[src/rtl/timer16_pkg.sv]
/*
 Constants for the 16-bit two-channel compare timer: register map,
 field positions, reset values, mode and action codes.
 Assumes an AHB-Lite bus with 32-bit data and word-aligned registers.
*/
package timer16_pkg;
   // Byte addresses of the registers
   localparam logic [7:0] ADDR_CTRL  = 8'h00; // Mode, actions, divider
   localparam logic [7:0] ADDR_COUNT = 8'h04; // count_value
   localparam logic [7:0] ADDR_CMP_A = 8'h08; // compare_value_a
   localparam logic [7:0] ADDR_CMP_B = 8'h0C; // Channel B compare
   localparam logic [7:0] ADDR_CAPT  = 8'h10; // capture_value_reg
   localparam logic [7:0] ADDR_FLAGS = 8'h14; // Flags, write one clears
   localparam logic [7:0] ADDR_IEN   = 8'h18; // Interrupt enables
   localparam logic [7:0] ADDR_FORCE = 8'h1C; // Force strobes, read 0
   // Control field positions
   localparam int CTRL_MODE_LSB  = 0;  // waveform_mode_field, 4 bits
   localparam int CTRL_ACT_A_LSB = 4;  // Channel A action, 2 bits
   localparam int CTRL_ACT_B_LSB = 6;  // Channel B action, 2 bits
   localparam int CTRL_PRE_LSB   = 8;  // Tick divider, 8 bits
   // Flag and enable bit positions
   localparam int FLAG_A   = 0;        // Channel A match
   localparam int FLAG_B   = 1;        // Channel B match
   localparam int FLAG_OVF = 2;        // Overflow
   // Mode codes
   localparam logic [3:0] MODE_NORMAL   = 4'h0; // Free running
   localparam logic [3:0] MODE_CTC_A    = 4'h4; // Clear on channel A
   localparam logic [3:0] MODE_CTC_CAPT = 4'hC; // Clear on capture reg
   localparam logic [3:0] MODE_RSVD     = 4'hD; // Reserved, no PWM
   // compare_output_action codes
   localparam logic [1:0] ACT_OFF    = 2'h0; // Pin disconnected
   localparam logic [1:0] ACT_TOGGLE = 2'h1; // Toggle on match
   localparam logic [1:0] ACT_CLEAR  = 2'h2; // Clear on match
   localparam logic [1:0] ACT_SET    = 2'h3; // Set on match
   // Counter limits
   localparam logic [15:0] COUNT_MAX    = 16'hFFFF; // Largest value
   localparam logic [15:0] COUNT_BOTTOM = 16'h0000; // Smallest value
   localparam logic [15:0] TOP_8BIT     = 16'h00FF; // Fixed tops
   localparam logic [15:0] TOP_9BIT     = 16'h01FF;
   localparam logic [15:0] TOP_10BIT    = 16'h03FF;
   // Reset values
   localparam logic [15:0] RST_WORD = 16'h0000; // Count, compares
   localparam logic [7:0]  RST_PRE  = 8'h00;    // Tick every cycle
   localparam logic [2:0]  RST_BITS = 3'h0;     // Flags, enables
   // AHB transfer type bit that marks an active transfer
   localparam int HTRANS_ACTIVE = 1;
endpackage

[src/rtl/timer16_compare.sv]
/*
 16-bit timer with two compare channels behind an AHB-Lite slave.
 Assumes one clock hclk, asynchronous active-low hresetn, and that
 interrupt acknowledges come from logic on the same clock.
*/
// Contract
// RULE1: Compare counter with each channel every clock
// RULE2: Set compare flag on following timer tick
// RULE3: Enabled flag raises compare interrupt request
// RULE4: Service or written one clears compare flag
// RULE5: Drive outputs from match, mode and action
// RULE6: Give top and bottom to waveform logic (code passes only the top, at_top)
// RULE7: Channel A compare may define counter top
// RULE8: PWM buffers compare; other modes write directly
// RULE9: Copy buffered compare only at top
// RULE10: New action applies from next match
// RULE11: Force strobes act at once outside PWM
// RULE12: Only mode field steers counting
// RULE13: Action means polarity in PWM, else set/clear/toggle
// RULE14: Normal mode counts up, wraps, writable
// RULE15: Normal overflow flag set when count hits zero
// RULE16: Clear on channel A or capture match
// RULE17: Zero write keeps flags; count only on tick
// RULE18: Reset clears all state, outputs disconnected
`timescale 1ns/10ps
`default_nettype none
module timer16_compare
(
   input  wire logic        hclk,        // System clock
   input  wire logic        hresetn,     // Async reset, active low
   input  wire logic        hsel,        // Slave select
   input  wire logic [31:0] haddr,       // Byte address
   input  wire logic [1:0]  htrans,      // Transfer type
   input  wire logic        hwrite,      // Write when high
   input  wire logic [2:0]  hsize,       // Word only, unused
   input  wire logic [31:0] hwdata,      // Write data
   input  wire logic        hready,      // Bus ready
   output logic             hreadyout,   // Always ready
   output logic             hresp,       // Always OKAY
   output logic      [31:0] hrdata,      // Read data
   input  wire logic        irq_ack_a,   // Channel A serviced
   input  wire logic        irq_ack_b,   // Channel B serviced
   input  wire logic        irq_ack_ovf, // Overflow serviced
   output logic             irq_cmp_a,   // Channel A request
   output logic             irq_cmp_b,   // Channel B request
   output logic             irq_ovf,     // Overflow request
   output logic             cmp_out_a,   // Channel A pin level
   output logic             cmp_out_b,   // Channel B pin level
   output logic             cmp_oe_n_a,  // Low while A drives
   output logic             cmp_oe_n_b   // Low while B drives
);
   import timer16_pkg::*;

   typedef struct packed
   {
      logic [15:0] count;    // count_value
      logic [15:0] cmp_a;    // Active compare A
      logic [15:0] cmp_b;    // Active compare B
      logic [15:0] buf_a;    // Buffered compare A
      logic [15:0] buf_b;    // Buffered compare B
      logic [15:0] capt;     // capture_value_reg
      logic [3:0]  mode;     // waveform_mode_field
      logic [1:0]  act_a;    // Action channel A
      logic [1:0]  act_b;    // Action channel B
      logic [7:0]  pre;      // Divider terminal count
      logic [7:0]  div;      // Divider count
      logic [2:0]  flag;     // Match and overflow flags
      logic [2:0]  ien;      // Interrupt enables
      logic        out_a;    // Output A level
      logic        out_b;    // Output B level
      logic        dp_wr;    // Write data phase pending
      logic [7:0]  dp_addr;  // Latched address
      logic [31:0] rdata;    // Read data
   } state_t;

   state_t s;      // Current state
   state_t next_s; // Next state
   logic   tick;   // Timer clock enable
   logic   pwm;    // Mode is a PWM mode
   logic   at_top; // Counter at top
   logic   match_a;
   logic   match_b;
   logic   cnt_wr; // Software writes the counter
   logic [15:0] top;

   // PWM modes are all but normal, the two clear modes and reserved
   function automatic logic is_pwm(input logic [3:0] m);
      return !(m == MODE_NORMAL || m == MODE_CTC_A ||
               m == MODE_CTC_CAPT || m == MODE_RSVD);
   endfunction

   // Top value chosen by the mode
   function automatic logic [15:0] top_of(input logic [3:0] m,
      input logic [15:0] ca, input logic [15:0] cp);
      case (m)
         4'h1, 4'h5: return TOP_8BIT;
         4'h2, 4'h6: return TOP_9BIT;
         4'h3, 4'h7: return TOP_10BIT;
         4'h4, 4'h9, 4'hB, 4'hF: return ca;   // RULE16
         4'h8, 4'hA, 4'hC, 4'hE: return cp;   // RULE16
         default: return COUNT_MAX;
      endcase
   endfunction

   // Output level after a match, top or force
   function automatic logic wave(input logic [1:0] act,
      input logic cur, input logic hit, input logic tp,
      input logic pw);
      if (pw)
      begin
         // Polarity only: clear or set on match, opposite at top
         if (tp && act[1])
            return !act[0];
         if (hit && act[1])
            return act[0];
         return cur;
      end
      if (!hit)
         return cur;
      case (act)
         ACT_TOGGLE: return !cur;
         ACT_CLEAR:  return 1'b0;
         ACT_SET:    return 1'b1;
         default:    return cur;
      endcase
   endfunction

   // Register read mux, unmapped addresses read zero
   function automatic logic [31:0] rd(input state_t t,
      input logic [7:0] a);
      case (a)
         ADDR_CTRL:  return {16'h0000, t.pre, t.act_b, t.act_a,
                             t.mode};
         ADDR_COUNT: return {16'h0000, t.count};
         ADDR_CMP_A: return {16'h0000, t.buf_a};
         ADDR_CMP_B: return {16'h0000, t.buf_b};
         ADDR_CAPT:  return {16'h0000, t.capt};
         ADDR_FLAGS: return {29'h00000000, t.flag};
         ADDR_IEN:   return {29'h00000000, t.ien};
         default:    return 32'h00000000;
      endcase
   endfunction

   // Next state: divider, counter, flags, outputs and bus
   always_comb
   begin
      next_s  = s;
      tick    = (s.div == s.pre);                      // RULE17
      pwm     = is_pwm(s.mode);                        // RULE12
      top     = top_of(s.mode, s.cmp_a, s.capt);       // RULE7
      at_top  = (s.count == top);                      // RULE6
      match_a = (s.count == s.cmp_a);                  // RULE1
      match_b = (s.count == s.cmp_b);                  // RULE1
      cnt_wr  = s.dp_wr && (s.dp_addr == ADDR_COUNT);
      next_s.div = tick ? RST_PRE : s.div + 8'h01;
      // Clears first so that a same-cycle set wins
      if (irq_ack_a)
         next_s.flag[FLAG_A] = 1'b0;                   // RULE4
      if (irq_ack_b)
         next_s.flag[FLAG_B] = 1'b0;                   // RULE4
      if (irq_ack_ovf)
         next_s.flag[FLAG_OVF] = 1'b0;                 // RULE15
      if (s.dp_wr && s.dp_addr == ADDR_FLAGS)
         next_s.flag = next_s.flag & ~hwdata[2:0];     // RULE17
      if (tick)
      begin
         // Wrap at top; normal mode top is the largest count
         next_s.count = at_top ? COUNT_BOTTOM
                               : s.count + 16'h0001; // RULE14
         if (s.count == COUNT_MAX || (pwm && at_top))
            next_s.flag[FLAG_OVF] = 1'b1;              // RULE15
         if (match_a)
            next_s.flag[FLAG_A] = 1'b1;                // RULE2
         if (match_b)
            next_s.flag[FLAG_B] = 1'b1;                // RULE2
         next_s.out_a = wave(s.act_a, s.out_a, match_a,
                             at_top, pwm);             // RULE5
         next_s.out_b = wave(s.act_b, s.out_b, match_b,
                             at_top, pwm);             // RULE13
         if (pwm && at_top)
         begin
            next_s.cmp_a = s.buf_a;                    // RULE9
            next_s.cmp_b = s.buf_b;                    // RULE9
         end
      end
      // Data phase writes; software count write beats the tick
      if (s.dp_wr)
      begin
         case (s.dp_addr)
            ADDR_CTRL:
            begin
               next_s.mode  = hwdata[CTRL_MODE_LSB +: 4];
               next_s.act_a = hwdata[CTRL_ACT_A_LSB +: 2];  // RULE10
               next_s.act_b = hwdata[CTRL_ACT_B_LSB +: 2];
               next_s.pre   = hwdata[CTRL_PRE_LSB +: 8];
            end
            ADDR_COUNT: next_s.count = hwdata[15:0];   // RULE14
            ADDR_CMP_A:
            begin
               next_s.buf_a = hwdata[15:0];
               if (!pwm)
                  next_s.cmp_a = hwdata[15:0];         // RULE8
            end
            ADDR_CMP_B:
            begin
               next_s.buf_b = hwdata[15:0];
               if (!pwm)
                  next_s.cmp_b = hwdata[15:0];         // RULE8
            end
            ADDR_CAPT: next_s.capt = hwdata[15:0];
            ADDR_IEN:  next_s.ien  = hwdata[2:0];
            ADDR_FORCE:
            begin
               // Forced match: no flag, no counter clear
               if (!pwm && hwdata[0])
                  next_s.out_a = wave(s.act_a, s.out_a, 1'b1,
                                      1'b0, 1'b0);     // RULE11
               if (!pwm && hwdata[1])
                  next_s.out_b = wave(s.act_b, s.out_b, 1'b1,
                                      1'b0, 1'b0);     // RULE11
            end
            default: ;
         endcase
      end
      // Address phase: latch write, capture read data
      next_s.dp_wr   = hsel && hready && htrans[HTRANS_ACTIVE] &&
                       hwrite;
      next_s.dp_addr = haddr[7:0];
      if (hsel && hready && htrans[HTRANS_ACTIVE] && !hwrite)
         next_s.rdata = rd(s, haddr[7:0]);
   end

   // State register, cleared under reset
   always_ff @(posedge hclk or negedge hresetn)
   begin
      if (!hresetn)
         s <= '0;                                      // RULE18
      else
         s <= next_s;
   end

   // Outputs
   assign hreadyout  = 1'b1;
   assign hresp      = 1'b0;
   assign hrdata     = s.rdata;
   assign irq_cmp_a  = s.flag[FLAG_A] && s.ien[FLAG_A];     // RULE3
   assign irq_cmp_b  = s.flag[FLAG_B] && s.ien[FLAG_B];     // RULE3
   assign irq_ovf    = s.flag[FLAG_OVF] && s.ien[FLAG_OVF];
   assign cmp_out_a  = s.out_a;
   assign cmp_out_b  = s.out_b;
   assign cmp_oe_n_a = (s.act_a == ACT_OFF);                // RULE18
   assign cmp_oe_n_b = (s.act_b == ACT_OFF);
endmodule
`default_nettype wire

[config.mk]
export PLATFORM = sky130hd
export DESIGN_NAME = timer16_compare
export DESIGN_NICKNAME = d
export VERILOG_FILES = /design/src/rtl/timer16_pkg.sv /design/src/rtl/timer16_compare.sv
export SDC_FILE = /design/constraint.sdc
export NUM_CORES = 1
export LEC_CHECK = 0
export BUFFER_PORTS_ARGS = -buffer_cell sky130_fd_sc_hd__buf_4
export CAP_MARGIN = 20
export CORE_UTILIZATION = 59
export CTS_CLUSTER_DIAMETER = 100
export DETAILED_ROUTE_END_ITERATION = 7
export PLACE_DENSITY = 0.85
export SYNTH_ARGS = -nofsm -noshare
export SYNTH_HDL_FRONTEND = slang
export SYNTH_SLANG_ARGS = --single-unit
[constraint.sdc]
create_clock -name hclk -period 3.8 [get_ports hclk]
set_input_delay 0 -clock hclk [delete_from_list [all_inputs] [get_ports hclk]]
set_output_delay 0 -clock hclk [all_outputs]
set_load 0.03 [all_outputs]
==> metrics.md <==
| Metric | Value |
|---|---|
| Status | `completed` |
| Yosys warns | `0` |
| RSZ-0062 raised after global routing | `false` |
| Met2 WL | `13700 um` |
| P per Cell Area | `425 nW/um^2` |
| Ys flop type | `dfrtp_1` |
| Clock Pin Slew Worst Setup and Hold Paths | `0.07 ns` |
| # resized after CTS | `0` |
| Die X | `128 um` |
| Ports | `118` |
| First-pass GRT wire length | `46900 um` |
| Largest net degree at the start of global routing | `104` |
| Area grow syn2layout | `14.4%` |
| Max transition margin | `26.8%` |
| WL per Instance | `23.8 um` |
| P_int | `3.12 mW` |
| Worst-path cell chain | `inv_1 -> o31ai_1 -> a221o_1 -> nand4_1 -> or4_1 -> buf_4 -> nor4_1 -> buf_4 -> o21ai_0` |
| Critical path class | `flip-flop to flip-flop` |
| Number of remaining DRC errors | `0` |
| Vias/cell | `6.81` |
| Grt total ovfl | `0` |
| DIE HEIGHT | `128 um` |
| Clk buf depth | `2` |
| Final Total Pwr | `4.54 mW` |
| Iter 0 DRT Violations | `1371` |
| Final worst path period share | `92.4%` |
| Leakage power | `4.68 nW` |
| Max-Cap Viols | `0` |
| Startpoint types | `flip-flop` |
| Detail Route Antenna Nets | `0` |
| Sequential element share of the synthesized area | `41.0%` |
| CTS tree | `done` |
| Count leader, synth | `nand2_1` |
| Cell area after layout | `10700 um^2` |
| Hold WC Path Type | `primary input to flip-flop` |
| DP HPWL | `19400 um` |
| Buffers and inverters on the worst path | `3` |
| Met3 WL | `3740 um` |
| Largest area contributor in the synthesized netlist | `dfrtp_1` |
| Top sig layer | `met4` |
| CP arrival | `3.81 ns` |
| Worst-Margin Slew | `1.10 ns` |
| Critical Path Most Common Cell | `buf_4` |
| Asr flop ratio synth | `100%` |
| CTS buffer count | `17` |
| Starting Density | `60.9%` |
| Number of port buffers | `55` |
| Slowest-stage cell, CP | `dfrtp_1` |
| Area after DPL | `9790 um^2` |
| Rows | `45` |
| Vias | `8610` |
| Proportion of power drawn by combinational gates | `19.1%` |
| Routability cong. | `1.04` |
| Initial antenna violation count | `1` |
| Avg Cell Area, Syn | `9.38 um^2` |
| Placed Cells | `1202` |
| Layout cells sized above 1 | `19.8%` |
| Max-slew violation count | `0` |
| Unique cell type count in the Yosys netlist | `74` |
| Hold Vio Cnt, Final | `0` |
| Cell Area, Synth | `9330 um^2` |
| Number of global-route vias before repair | `8308` |
| Wire length on met1 | `11300 um` |
| Peak VDD IR | `0.000370 V` |
| CP required | `4.10 ns` |
| Final Non-Filler Cells | `1264` |
| Overall routing resource usage | `38.5%` |
| Final TNS setup | `0 ns` |
| Htree depth | `4` |
| Critical path fanouts, max | `25` |
| Sw frac | `31.2%` |
| Filler cells | `1143` |
| Synth top cells by count | `nand2_1 (165), dfrtp_1 (153), clkbuf_1 (58)` |
| Crit-path max cell delay | `0.86 ns` |
| Floorplan die area | `16300 um^2` |
| Max Clk Rate | `0.285 GHz` |
| Root Buffer | `clkbuf_16` |
| CP endpoint kind | `flip-flop` |
| Sequential Power Share | `42.9%` |
| Tmin final | `3.51 ns` |
| Mapped Cells | `995` |
| #FFs+latches synth | `153` |
| Final setup fails | `0` |
| Clk sink count | `153` |
| Core box area | `15300 um^2` |
| Final Routed Wirelength | `30100 um` |
| Switch Pwr | `1.42 mW` |
| Clock skew | `0.00913 ns` |
| Area contributors post-synth | `dfrtp_1 (41%), nand2_1 (6.6%), mux2_2 (5.7%)` |
| Number of synthesized flops with an enable pin | `0` |
| Nets | `1118` |
| Delay-heaviest family, CP | `simple AND/OR/NAND/NOR gates` |
| Clock Latency Late Sink | `0.44 ns` |
| DR pass1 iterations | `6` |
| Clock power share | `38.0%` |
| Share of the synthesized area in the top cell type | `41.0%` |
## worst min-delay path, delay by kind of cell
| kind | cells | cell delay (ns) |
|---|---|---|
| AO/OA/AOI/OAI | 2 | 0.17 |
| AND/OR/NAND/NOR | 2 | 0.15 |
| buffers and inverters | 1 | 0.09 |
## path summary, 6_finish.rpt
| kind | from | end | slack (ns) | cells after the start |
|---|---|---|---|---|
| worst max-delay path | s[72] | s[159] | 0.29 | 9 |
| worst min-delay path | irq_ack_ovf | s[48] | 0.01 | 5 |
| worst max register to register | s[72] | s[159] | 0.29 | 9 |
| worst min register to register | hrdata[6] | hrdata[6] | 0.48 | 2 |
| max in group asynchronous | hresetn | s[94] | 2.64 | 3 |
| min in group asynchronous | hresetn | s[32] | 0.23 | 2 |
## cell usage in the layout, fill, tap and decap left out, types with 18 or more instances in the layout
cell / instances
nand2_1: 165
dfrtp_1: 153
buf_4: 91
mux2_2: 47
o21ai_0: 44
xnor2_1: 38
nor4_1: 37
nand3_1: 34
dlygate4sd3_1: 29
nor2_1: 25
inv_1: 25
a211o_1: 24
a31oi_1: 22
conb_1: 18
## stage by stage
step	worst slack [ns]	hold WS, ns	utilization, %
floorplan	1.02	-0.296	-
global placement	0.588	0.121	63.9
detailed placement	0.459	0.121	63.9
CTS	0.420	0.00868	69.7
global route	0.119	0.0257	69.7
finish	0.289	0.0131	69.7
## layer usage
layer | global-route usage [%] | vias up
met5 | 0 | -
met4 | 22.0 | 0
met3 | 9.56 | 127
met2 | 59.0 | 679
met1 | 50.0 | 4119
li1 | - | 3685
## area by class of cell
cell class,instances,area (um^2),area share (%)
diodes,1,2.50,0.0234
clock inverters,12,140,1.31
clock buffers,20,457,4.28
multi-input cells,720,4880,45.8
flip-flops and latches,153,3830,35.9
well taps,211,264,2.47
inverters,25,93.8,0.879
repair buffers,122,1000,9.41
## power groups by stage
stage,combinational (mW),sequential (mW),clock [mW]
3_3_place_gp,0.794,1.95,0
3_5_place_dp,0.814,1.96,0
6_report,0.869,1.95,1.72
2_1_floorplan,0.653,1.85,0
4_1_cts,0.851,1.93,1.72
5_1_grt,0.942,1.96,1.79
## flip-flops by register name, summed over array words and instances, names as in the netlist
signal	count
cmp_out_b	1
hrdata	16
cmp_out_a	1
s	135
## cells by family (layout without fill, tap and decap cells)
logic type	Yosys count	in the layout	share of synthesized area, %
buf+inv	138	179	7.55
fa+ha+maj	2	2	0.268
mux	65	65	9.61
other cells	2	19	0.0805
simple gates	373	373	20.4
compound gates	207	207	16.0
flops	153	153	41.0
xor+xnor	55	55	5.16
## repair_timing
action / in CTS / in global routing
buffers inserted: 0 / 0
hold buffers: 29 / 0
hold endpoints to repair: 219 / 0
endpoints found under the setup margin: 0 / 0
No activity file was read; power rests on OpenSTA's default activity.
